$ cat src/cap_regs_pkg.sv
// Operation
// - Control bit 31 (MSI-X enable) resets to 0, is read-write, and permits MSI-X messages while set.
// - Control bit 30 (function mask) resets to 0, is read-write, and masks every MSI-X interrupt while set.
// - Bits 26:16 of the control register report table entries minus one, at most 0x7FF, read-only.
// - Bits 15:8 of the MSI-X header read 0x80 as the next-capability pointer.
// - Bits 7:0 of the MSI-X header read the capability identifier 0x11.
// - Bits 2:0 at 0x06C read the configured BAR code that holds the MSI-X table.
// - Bits 31:3 at 0x06C read the configured quad-word-aligned table offset.
// - Bits 2:0 at 0x070 read the configured BAR code that holds the pending bit array.
// - Bits 31:3 at 0x070 read the configured quad-word-aligned pending array offset.
// - Power capabilities bits 18:16 read version 0x3 and bits 31:19 read zero.
// - Power capabilities bits 15:8 read the next pointer 0x80.
// - Power capabilities bits 7:0 read the identifier 0x01.
// - Control/status bit 3 reads the configured no-soft-reset flag.
// - Control/status bits 1:0 hold the power state, reset to D0, writable with D0 or D3hot only.
package cap_regs_pkg;

    // ----------------------------------------
    // Register map
    // ----------------------------------------
    localparam logic [7:0] OFS_MSIX_CTRL  = 8'h68;
    localparam logic [7:0] OFS_MSIX_TABLE = 8'h6C;
    localparam logic [7:0] OFS_MSIX_PBA   = 8'h70;
    localparam logic [7:0] OFS_PM_CAP     = 8'h78;
    localparam logic [7:0] OFS_PM_CSR     = 8'h7C;

    // ----------------------------------------
    // Fields and fixed values
    // ----------------------------------------
    localparam int          BIT_MSIX_EN    = 31;
    localparam int          BIT_MSIX_MASK  = 30;
    localparam int          BIT_NO_SOFT_RST = 3;
    localparam logic [7:0]  MSIX_CAP_ID    = 8'h11;
    localparam logic [7:0]  MSIX_NEXT_PTR  = 8'h80;
    localparam logic [7:0]  PM_CAP_ID      = 8'h01;
    localparam logic [7:0]  PM_NEXT_PTR    = 8'h80;
    localparam logic [2:0]  PM_VERSION     = 3'h3;
    localparam logic [10:0] TBL_SIZE_MAX   = 11'h7FF;
    localparam logic [1:0]  PSTATE_D0      = 2'h0;
    localparam logic [1:0]  PSTATE_D3HOT   = 2'h3;
    localparam logic [2:0]  BAR_CODE_MAX   = 3'h5;

    // Configured location of a table in a BAR
    typedef struct packed {
        logic [28:0] qw_offset;
        logic [2:0]  bar_code;
    } bar_loc_s;

    // Software-visible control state
    typedef struct packed {
        logic       msix_en;
        logic       msix_mask;
        logic [1:0] pstate;
    } cap_ctrl_s;

endpackage

$ cat src/pstate_filter.sv
`timescale 1ns/10ps
module pstate_filter
    import cap_regs_pkg::*;
(
    // Request
    input  wire logic [1:0] wr_value,
    input  wire logic [1:0] cur_value,
    // Result
    output logic [1:0]      nxt_value,
    output logic            accepted
);

    // Only D0 and D3hot are legal; anything else keeps the old state
    assign accepted  = (wr_value == PSTATE_D0) || (wr_value == PSTATE_D3HOT);
    assign nxt_value = accepted ? wr_value : cur_value;

endmodule

$ cat src/msix_pm_capability_regs.sv
// Added by the designer: the address-and-strobe port.
`timescale 1ns/10ps
module msix_pm_capability_regs
    import cap_regs_pkg::*;
#(
    parameter logic [10:0] TABLE_SIZE_M1   = 11'h0,
    parameter logic [2:0]  TABLE_BAR       = 3'h0,
    parameter logic [28:0] TABLE_QW_OFFSET = 29'h0,
    parameter logic [2:0]  PBA_BAR         = 3'h1,
    parameter logic [28:0] PBA_QW_OFFSET   = 29'h0,
    parameter logic        NO_SOFT_RESET   = 1'b0
) (
    // Clock and reset
    input  wire logic        mclk,
    input  wire logic        sys_rst,
    // Register port
    input  wire logic [7:0]  addr,
    input  wire logic [31:0] wdata,
    input  wire logic        wr_stb,
    input  wire logic        rd_stb,
    output logic [31:0]      rdata,
    // Block state
    output cap_ctrl_s        ctrl,
    output logic             msix_gen_allowed,
    output bar_loc_s         table_loc,
    output bar_loc_s         pba_loc
);

    // ----------------------------------------
    // Control state
    // ----------------------------------------
    logic       msix_en_ff;
    logic       msix_mask_ff;
    logic [1:0] pstate_ff;
    logic [1:0] nxt_pstate;
    logic       pstate_ok;
    logic [31:0] rdata_ff;

    pstate_filter u_pstate (
        .wr_value  (wdata[1:0]),
        .cur_value (pstate_ff),
        .nxt_value (nxt_pstate),
        .accepted  (pstate_ok)
    );

    always_ff @(posedge mclk) begin
        if (sys_rst) begin
            msix_en_ff   <= 1'b0;
            msix_mask_ff <= 1'b0;
        end else if (wr_stb && addr == OFS_MSIX_CTRL) begin
            msix_en_ff   <= wdata[BIT_MSIX_EN];
            msix_mask_ff <= wdata[BIT_MSIX_MASK];
        end
    end

    always_ff @(posedge mclk) begin
        if (sys_rst) begin
            pstate_ff <= PSTATE_D0;
        end else if (wr_stb && addr == OFS_PM_CSR) begin
            pstate_ff <= nxt_pstate;
        end
    end

    // ----------------------------------------
    // Read data
    // ----------------------------------------
    // Size field is clamped so a bad parameter cannot exceed the field
    logic [10:0] tbl_size;
    assign tbl_size = (TABLE_SIZE_M1 > TBL_SIZE_MAX) ? TBL_SIZE_MAX : TABLE_SIZE_M1;

    logic [31:0] rd_mux;
    always_comb begin
        rd_mux = 32'h0;
        case (addr)
            OFS_MSIX_CTRL: begin
                rd_mux[BIT_MSIX_EN]   = msix_en_ff;
                rd_mux[BIT_MSIX_MASK] = msix_mask_ff;
                rd_mux[26:16]         = tbl_size;
                rd_mux[15:8]          = MSIX_NEXT_PTR;
                rd_mux[7:0]           = MSIX_CAP_ID;
            end
            OFS_MSIX_TABLE: begin
                rd_mux = {TABLE_QW_OFFSET, TABLE_BAR};
            end
            OFS_MSIX_PBA: begin
                rd_mux = {PBA_QW_OFFSET, PBA_BAR};
            end
            OFS_PM_CAP: begin
                rd_mux[18:16] = PM_VERSION;
                rd_mux[15:8]  = PM_NEXT_PTR;
                rd_mux[7:0]   = PM_CAP_ID;
            end
            OFS_PM_CSR: begin
                rd_mux[BIT_NO_SOFT_RST] = NO_SOFT_RESET;
                rd_mux[1:0]             = pstate_ff;
            end
            default: begin
                rd_mux = 32'h0;
            end
        endcase
    end

    // Unmapped reads and idle cycles return zero
    always_ff @(posedge mclk) begin
        if (sys_rst) begin
            rdata_ff <= 32'h0;
        end else begin
            rdata_ff <= rd_stb ? rd_mux : 32'h0;
        end
    end

    // ----------------------------------------
    // Outputs
    // ----------------------------------------
    assign rdata            = rdata_ff;
    assign ctrl             = '{msix_en: msix_en_ff, msix_mask: msix_mask_ff, pstate: pstate_ff};
    // Power state is not looked at; the function mask blocks all vectors
    assign msix_gen_allowed = msix_en_ff && !msix_mask_ff;
    assign table_loc        = '{qw_offset: TABLE_QW_OFFSET, bar_code: TABLE_BAR};
    assign pba_loc          = '{qw_offset: PBA_QW_OFFSET, bar_code: PBA_BAR};

    // ----------------------------------------
    // Checks: reset
    // ----------------------------------------
    // No reset guard here, since reset is what they watch
    AST_RST_EN: assert property (@(posedge mclk)
        sys_rst
        |=> !msix_en_ff)
        else $error("enable not cleared by reset");

    AST_RST_MASK: assert property (@(posedge mclk)
        sys_rst
        |=> !msix_mask_ff)
        else $error("mask not cleared by reset");

    AST_RST_PSTATE: assert property (@(posedge mclk)
        sys_rst
        |=> pstate_ff == PSTATE_D0)
        else $error("power state not cleared by reset");

    AST_RST_RDATA: assert property (@(posedge mclk)
        sys_rst
        |=> rdata == 32'h0)
        else $error("read data not cleared by reset");

    // ----------------------------------------
    // Checks: enable and mask
    // ----------------------------------------
    AST_EN_WRITE: assert property (@(posedge mclk) disable iff (sys_rst)
        wr_stb && addr == OFS_MSIX_CTRL
        |=> msix_en_ff == $past(wdata[BIT_MSIX_EN]))
        else $error("enable not written");

    AST_MASK_WRITE: assert property (@(posedge mclk) disable iff (sys_rst)
        wr_stb && addr == OFS_MSIX_CTRL
        |=> msix_mask_ff == $past(wdata[BIT_MSIX_MASK]))
        else $error("mask not written");

    AST_EN_HOLD: assert property (@(posedge mclk) disable iff (sys_rst)
        !(wr_stb && addr == OFS_MSIX_CTRL)
        |=> $stable(msix_en_ff))
        else $error("enable changed without a write");

    AST_MASK_HOLD: assert property (@(posedge mclk) disable iff (sys_rst)
        !(wr_stb && addr == OFS_MSIX_CTRL)
        |=> $stable(msix_mask_ff))
        else $error("mask changed without a write");

    AST_MASK_GATES: assert property (@(posedge mclk) disable iff (sys_rst)
        msix_mask_ff
        |-> !msix_gen_allowed)
        else $error("mask did not gate");

    AST_EN_GATES: assert property (@(posedge mclk) disable iff (sys_rst)
        !msix_en_ff
        |-> !msix_gen_allowed)
        else $error("generation allowed while disabled");

    AST_EN_GRANT: assert property (@(posedge mclk) disable iff (sys_rst)
        msix_en_ff && !msix_mask_ff
        |-> msix_gen_allowed)
        else $error("generation refused while enabled");

    // ----------------------------------------
    // Checks: capability header reads
    // ----------------------------------------
    AST_HDR_READ: assert property (@(posedge mclk) disable iff (sys_rst)
        rd_stb && addr == OFS_MSIX_CTRL
        |=> rdata[15:8] == MSIX_NEXT_PTR)
        else $error("msix next pointer wrong");

    AST_ID_READ: assert property (@(posedge mclk) disable iff (sys_rst)
        rd_stb && addr == OFS_MSIX_CTRL
        |=> rdata[7:0] == MSIX_CAP_ID)
        else $error("msix identifier wrong");

    AST_SIZE_READ: assert property (@(posedge mclk) disable iff (sys_rst)
        rd_stb && addr == OFS_MSIX_CTRL
        |=> rdata[26:16] == TABLE_SIZE_M1)
        else $error("table size wrong");

    AST_EN_READ: assert property (@(posedge mclk) disable iff (sys_rst)
        rd_stb && addr == OFS_MSIX_CTRL
        |=> rdata[BIT_MSIX_EN] == $past(msix_en_ff))
        else $error("enable read back wrong");

    AST_MASK_READ: assert property (@(posedge mclk) disable iff (sys_rst)
        rd_stb && addr == OFS_MSIX_CTRL
        |=> rdata[BIT_MSIX_MASK] == $past(msix_mask_ff))
        else $error("mask read back wrong");

    AST_CTRL_RSVD: assert property (@(posedge mclk) disable iff (sys_rst)
        rd_stb && addr == OFS_MSIX_CTRL
        |=> rdata[29:27] == 3'h0)
        else $error("control reserved bits not zero");

    // ----------------------------------------
    // Checks: table and pending array locations
    // ----------------------------------------
    // Locations are fixed at build time, so software cannot move them
    AST_TBL_READ: assert property (@(posedge mclk) disable iff (sys_rst)
        rd_stb && addr == OFS_MSIX_TABLE
        |=> rdata[31:3] == TABLE_QW_OFFSET)
        else $error("table offset wrong");

    AST_TBL_BAR: assert property (@(posedge mclk) disable iff (sys_rst)
        rd_stb && addr == OFS_MSIX_TABLE
        |=> rdata[2:0] == TABLE_BAR)
        else $error("table bar code wrong");

    AST_PBA_READ: assert property (@(posedge mclk) disable iff (sys_rst)
        rd_stb && addr == OFS_MSIX_PBA
        |=> rdata[31:3] == PBA_QW_OFFSET)
        else $error("pending array offset wrong");

    AST_PBA_BAR: assert property (@(posedge mclk) disable iff (sys_rst)
        rd_stb && addr == OFS_MSIX_PBA
        |=> rdata[2:0] == PBA_BAR)
        else $error("pending array bar code wrong");

    AST_TBL_OUT: assert property (@(posedge mclk) disable iff (sys_rst)
        1'b1
        |-> table_loc.bar_code == TABLE_BAR && table_loc.qw_offset == TABLE_QW_OFFSET)
        else $error("table location output wrong");

    AST_PBA_OUT: assert property (@(posedge mclk) disable iff (sys_rst)
        1'b1
        |-> pba_loc.bar_code == PBA_BAR && pba_loc.qw_offset == PBA_QW_OFFSET)
        else $error("pending array location output wrong");

    // ----------------------------------------
    // Checks: power management
    // ----------------------------------------
    // Writes of 01 or 10 leave the field alone rather than saturating
    AST_PM_CAP: assert property (@(posedge mclk) disable iff (sys_rst)
        rd_stb && addr == OFS_PM_CAP
        |=> rdata[31:19] == 13'h0 && rdata[18:16] == PM_VERSION)
        else $error("power_mgmt_capabilities wrong");

    AST_PM_NEXT: assert property (@(posedge mclk) disable iff (sys_rst)
        rd_stb && addr == OFS_PM_CAP
        |=> rdata[15:8] == PM_NEXT_PTR)
        else $error("pm next pointer wrong");

    AST_PM_ID: assert property (@(posedge mclk) disable iff (sys_rst)
        rd_stb && addr == OFS_PM_CAP
        |=> rdata[7:0] == PM_CAP_ID)
        else $error("pm identifier wrong");

    AST_NSR_READ: assert property (@(posedge mclk) disable iff (sys_rst)
        rd_stb && addr == OFS_PM_CSR
        |=> rdata[BIT_NO_SOFT_RST] == NO_SOFT_RESET)
        else $error("no soft reset flag wrong");

    AST_PSTATE_READ: assert property (@(posedge mclk) disable iff (sys_rst)
        rd_stb && addr == OFS_PM_CSR
        |=> rdata[1:0] == $past(pstate_ff))
        else $error("power state read back wrong");

    AST_PSTATE_TAKE: assert property (@(posedge mclk) disable iff (sys_rst)
        wr_stb && addr == OFS_PM_CSR && (wdata[1:0] == PSTATE_D0 || wdata[1:0] == PSTATE_D3HOT)
        |=> pstate_ff == $past(wdata[1:0]))
        else $error("legal power state not taken");

    AST_PSTATE_KEEP: assert property (@(posedge mclk) disable iff (sys_rst)
        wr_stb && addr == OFS_PM_CSR && (wdata[1:0] == 2'h1 || wdata[1:0] == 2'h2)
        |=> $stable(pstate_ff))
        else $error("illegal power state taken");

    AST_PSTATE_HOLD: assert property (@(posedge mclk) disable iff (sys_rst)
        !(wr_stb && addr == OFS_PM_CSR)
        |=> $stable(pstate_ff))
        else $error("power state changed without a write");

    AST_PSTATE_LEGAL: assert property (@(posedge mclk) disable iff (sys_rst)
        1'b1
        |-> pstate_ff == PSTATE_D0 || pstate_ff == PSTATE_D3HOT)
        else $error("power state illegal");

    AST_CTRL_CAUSE: assert property (@(posedge mclk) disable iff (sys_rst)
        $changed(ctrl)
        |-> $past(wr_stb))
        else $error("control changed without a write");

    // ----------------------------------------
    // Checks: reserved bits and idle bus
    // ----------------------------------------
    // Zero between reads keeps a stale word off the bus
    AST_CSR_RSVD: assert property (@(posedge mclk) disable iff (sys_rst)
        rd_stb && addr == OFS_PM_CSR
        |=> rdata[31:4] == 28'h0 && !rdata[2])
        else $error("reserved bits not zero");

    AST_IDLE_ZERO: assert property (@(posedge mclk) disable iff (sys_rst)
        !rd_stb
        |=> rdata == 32'h0)
        else $error("read data not zero when idle");

    AST_UNMAPPED: assert property (@(posedge mclk) disable iff (sys_rst)
        rd_stb && addr != OFS_MSIX_CTRL && addr != OFS_MSIX_TABLE && addr != OFS_MSIX_PBA
            && addr != OFS_PM_CAP && addr != OFS_PM_CSR |=> rdata == 32'h0)
        else $error("unmapped read not zero");

    AST_RO_WRITE: assert property (@(posedge mclk) disable iff (sys_rst)
        wr_stb && addr != OFS_MSIX_CTRL
        |=> $stable(msix_en_ff) && $stable(msix_mask_ff))
        else $error("control changed by a foreign write");

    // ----------------------------------------
    // Coverage
    // ----------------------------------------
    COV_ENABLE: cover property (@(posedge mclk) disable iff (sys_rst) $rose(msix_gen_allowed));

    COV_D3: cover property (@(posedge mclk) disable iff (sys_rst) pstate_ff == PSTATE_D3HOT);

    COV_BAD_PS: cover property (@(posedge mclk) disable iff (sys_rst)
        wr_stb && addr == OFS_PM_CSR && !pstate_ok);

    COV_MASKED: cover property (@(posedge mclk) disable iff (sys_rst) msix_en_ff && msix_mask_ff);

    COV_UNMAPPED: cover property (@(posedge mclk) disable iff (sys_rst)
        rd_stb && addr == 8'h74);

endmodule

$ cat config.mk
export PLATFORM = sky130hd
export DESIGN_NAME = msix_pm_capability_regs
export DESIGN_NICKNAME = d
export VERILOG_FILES = /design/src/cap_regs_pkg.sv /design/src/pstate_filter.sv /design/src/msix_pm_capability_regs.sv
export SDC_FILE = /design/constraint.sdc
export NUM_CORES = 1
export LEC_CHECK = 0
export BUFFER_PORTS_ARGS = -buffer_cell sky130_fd_sc_hd__buf_4
export CORE_MARGIN = 2
export CORE_UTILIZATION = 33
export CTS_CLUSTER_DIAMETER = 150
export DETAILED_ROUTE_END_ITERATION = 12
export GPL_TIMING_DRIVEN = 0
export HOLD_SLACK_MARGIN = 0.06
export MAX_ROUTING_LAYER = met4
export PLACE_DENSITY = 0.81
export SLEW_MARGIN = 40
export SYNTH_ARGS = -nofsm -noshare
export SYNTH_HDL_FRONTEND = slang
export SYNTH_SLANG_ARGS = --single-unit
$ cat constraint.sdc
create_clock -name mclk -period 1.6 [get_ports mclk]
set_clock_uncertainty 0.1 [all_clocks]
set_input_delay 0.16 -clock mclk [delete_from_list [all_inputs] [get_ports mclk]]
set_output_delay 0.16 -clock mclk [all_outputs]
set_load 0.005 [all_outputs]
; Yosys cells after proc, flatten, opt, wreduce, memory -nomap -nowiden
; Cells that the tools add are included.
[word_totals]
inputBits = 44
word_cells = 25
regBits = 36
out_inout_bits = 101
[op_classes]
n_eq_ne = 5
bitwise_logic = 2
n_reduce_logical = 10
mux = 2
[ops]
columns = cell, n
row1 = $eq A8 B7 Y1 const B, 4
row2 = $pmux W14 S2, 1
row3 = $reduce_or A3 Y1, 2
row4 = $pmux W2 S2, 1
row5 = $logic_and A1 B1 Y1, 3
row6 = $eq A2 B2 Y1 const B, 1
row7 = $logic_not A2 Y1, 1
row8 = $not A1 Y1, 2
row9 = $reduce_and A2 Y1, 1
row10 = $reduce_or A2 Y1, 1
row11 = $logic_not A1 Y1, 1
row12 = $logic_or A1 B1 Y1, 1

; Depth between registers and ports, before layout
[logic_depth]
ltp_word = 3
ltp_mapped = 3
mapped_depth_nobuf = 3

; By module
; Synthesis repeated with hierarchy kept, for this count alone.
[hier_totals]
hier_cells = 140
hier_area_um2 = 1196.1
[modules_own_cells]
columns = mod, area_each_um2, seq_area_each_um2, instances, cells_per_inst
row1 = msix_pm_capability_regs, 1164.9, 220.2, 1, 137
row2 = pstate_filter, 31.3, 0.0, 1, 3

; Least setup slack after synthesis
; No wires, ideal clock.
[synth_timing]
kind = input-to-reg
from = input port addr[0]
to = register pstate_ff[0]
setup_ps = 95
path_slack_ps = 423
stages = 3
n_path_buf = 0
arrival_ps = 982
t_required_ps = 1405
path_cell_list = nand4bb_4 or4_4 o311ai_1
[synth_via]
elab_chain_cells = 3
[synth_rtl]
columns = item, line
row1 = "start, declared", msix_pm_capability_regs.sv:17  ; input wire logic [7:0] addr,
row2 = $eq A8 B7 Y1, msix_pm_capability_regs.sv:59  ; end else if (wr_stb && addr == OFS_PM_CSR) begin
row3 = $logic_and A1 B1 Y1, msix_pm_capability_regs.sv:59
row4 = $reduce_and A2 Y1 (no source line), -
row5 = "end signal, assigned", msix_pm_capability_regs.sv:60  ; pstate_ff <= nxt_pstate;
row6 = "end, declared", msix_pm_capability_regs.sv:34  ; logic [1:0] pstate_ff;
; No other way between the ends.
; A chain may end at the register's enable or synchronous reset.

; Worst setup path in the final report
[layout_timing]
from = input port sys_rst
to = register rdata_ff[1] (netlist: rdata[1])
[layout_via]
elab_chain_cells = 1
[layout_rtl]
columns = item, line
row1 = "start, declared", msix_pm_capability_regs.sv:15  ; input wire logic sys_rst,
row2 = $reduce_or A2 Y1 (no source line), -
row3 = "end signal, assigned", msix_pm_capability_regs.sv:108  ; rdata_ff <= rd_stb ? rd_mux : 32'h0;
row4 = "end, declared", msix_pm_capability_regs.sv:37  ; logic [31:0] rdata_ff;
; No other way between the ends.

==> flow_summary_export.csv <==
group,metric,value,unit
sta,fin_setup_tns,0,ns
sta,finalHoldViolations,0,
synthesis,synth_cells,143,
power,leakagePower,1.15,nW
setup_path,end_kind,"flop",
floorplanning,core_area,3390,µm²
setup_path,required,1.66,ns
routing,drtPass1Iterations,2,
synthesis,yosys-top-cells-area,"buf_4 (58%), dfxtp_1 (19%), inv_1 (2.5%)",
sta,finalCritPeriodShare,94.7,%
routing,viasPerCell,3.03,
routing,drcViolationCount,0,
synthesis,yosysTopAreaCell,"buf_4",
worst_hold_path,hold_path.class,"in2reg",
power,ir_worst_vdd,182,µV
setup_path,path_cells,"dlygate4sd3_1, buf_4, nor4b_4, nand2_1, nor4_1",
power,power.share.combinational,40.1,%
clocking,clkSlewWorstSetupHoldPaths,0.06,ns
routing,vias,943,
routing,drt_iter0_drc,17,
setup_path,crit_path_start,"sys_rst",
clocking,cts_inserted_buffers,3,
layout,drive_above_1_share,48.3,%
setup_path,r2r-start,"pstate_ff[0]",
power,intPower,0.568,mW
place,io_buffers,28,
run_status,status,"completed",
clocking,cts_buffer_depth,2,
synthesis,yosys-top-cells-count,"buf_4 (91), dfxtp_1 (11), inv_1 (8)",
floorplanning,io_pins,145,
sta,finalCriticalPeriod,1.51,ns
synthesis,postSynthAreaPerCell,8.28,µm²
synthesis,ys_ff_latch,11,
power,sequentialPowerShare,37.2,%
global_routing,grt_pass1_wl,3150,µm
clocking,post_cts_buffers,0,
power,clkPwrFrac,22.7,%
synthesis,yosys_warnings,0,
layout,syn2layout_area_growth,56.3,%
global_routing,grt_overflow_total,0,
global_routing,grt_start_max_net_pins,8,
clocking,cts.htree.levels,1,
worst_hold_path,min_from,"addr[4]",
synthesis,netlist_area,1180,µm²
place,dpl.hpwl,1960,µm
sta,maxSlewViolCount,0,
floorplanning,placementRows,21,
floorplanning,die_h,63.9,µm
synthesis,synth_cell_type_count,22,
clocking,clock_sinks,11,
synthesis,yosysTopAreaCellShare,57.7,%
floorplanning,initial_utilization,34.9,%
global_routing,antenna_found_initial,0,
clocking,clk_latency,0.26,ns
synthesis,ys_seq_area_share,18.6,%
power,p_per_area,420,nW/µm²
setup_path,critPathMaxStageDelay,0.54,ns
routing,wl_per_cell,6.60,µm
global_routing,grtUsageTotal,9.64,%
routing,ant_nets,0,
floorplanning,dieArea,4080,µm²
setup_path,path_class,"in2reg",
synthesis,ys.flop_type,"dfxtp_1",
power,p_sw,0.210,mW
setup_path,arrival,1.58,ns
layout,fillers,331,
sta,whs,0.0864,ns
power,switching_share,27.0,%
layout,diodes,0,
synthesis,synth_edf_count,0,
synthesis,synth-async-reset-ratio,0,%
setup_path,crit_slowest_cell,"dlygate4sd3_1",
setup_path,start_kind,"input port",
clocking,cts-root-buf,"clkbuf_4",
routing,wl,2050,µm
sta,rsz0062_at_grt,"false",
clocking,cts_tree,"done",
sta,timing.fmax,660,MHz
place,gp_congestion,0.740,
floorplanning,die_x,63.9,µm
job,max-cap-violations,0,
global_routing,grt_pass1_vias,839,
synthesis,yosys.cell_count.top_type,"buf_4",
layout,design.final.nets,310,
sta,finalSetupViolCount,0,
setup_path,path_max_fanout,5,
[cell families after synthesis]
group / Yosys count / synth area share (%)
other cells: 2 / 0.634
mux: 2 / 1.69
compound gates: 6 / 4.12
buf+inv: 99 / 60.3
simple gates: 23 / 14.7
flops: 11 / 18.6
[cells in the final DEF, fill, tap and decap left out, types with 2 or more instances in the layout]
cell / count
buf_4: 119
clkbuf_4: 3
conb_1: 88
dfxtp_1: 11
dlygate4sd3_1: 4
inv_1: 8
mux2i_1: 2
nand2_1: 6
nor2_1: 5
nor4_1: 2
o311ai_0: 2
o311ai_1: 2
[power groups by stage]
stage | sequential, mW | clock, mW | combinational, mW
3_3_place_gp | 0.296 | 0 | 0.288
6_report | 0.289 | 0.177 | 0.312
3_5_place_dp | 0.296 | 0 | 0.289
4_1_cts | 0.289 | 0.189 | 0.298
2_1_floorplan | 0.295 | 0 | 0.232
5_1_grt | 0.291 | 0.208 | 0.343
[through the flow]
step	power [mW]	setup WS, ns	std cells	area (µm²)	util [%]
2_1_floorplan	0.526	0.423	229	1510	-
3_3_place_gp	0.584	0.257	303	1770	52.3
3_5_place_dp	0.585	0.235	303	1770	52.3
4_1_cts	0.776	0.00171	311	1840	54.3
5_1_grt	0.842	0.0216	311	1850	54.6
6_report	0.778	0.0850	311	1850	54.6
[registers in the layout, summed over array words and instances (netlist names)]
| name | cells |
|---|---|
| rdata | 7 |
| pstate_ff | 2 |
| msix_en_ff | 1 |
| msix_mask_ff | 1 |
[path summary, 6_finish.rpt]
path                                  end  slack [ns]  cells after the start
worst max-delay path             rdata[1]        0.09                      5
worst min-delay path            rdata[16]        0.09                      3
worst max register to register   rdata[0]        0.62                      3
worst min register to register  rdata[30]        0.36                      2
[metal layers]
metal,global-route usage (%),routed length [µm],up-vias
li1,-,-,524
met2,19.9,1180,61
met1,8.38,626,358
met3,1.41,244,0
met4,4.08,0,0
met5,-,0,-
[layout make-up]
class                           count  area, µm²  share of cell area [%]
Buffer                             91        683                    36.9
Multi-Input combinational cell    119        582                    31.4
Timing Repair Buffer               32        250                    13.5
Sequential cell                    11        220                    11.9
Tap cell                           46       57.6                    3.11
Inverter                            8       30.0                    1.62
Clock buffer                        3       22.5                    1.22
Clock inverter                      1       5.00                   0.270
[repair_timing]
item / CTS / global route
hold buffers: 4 / 0
endpoints found under the setup margin: 0 / 2
gates resized for setup: 0 / 1
hold endpoints to repair: 6 / 0
[critical path, delay by kind of cell]
kind                   cells  cell delay [ns]
buffers and inverters      2             0.70
and+or+nand+nor            3             0.73
Note: power is estimated with default switching activity, not from simulation.
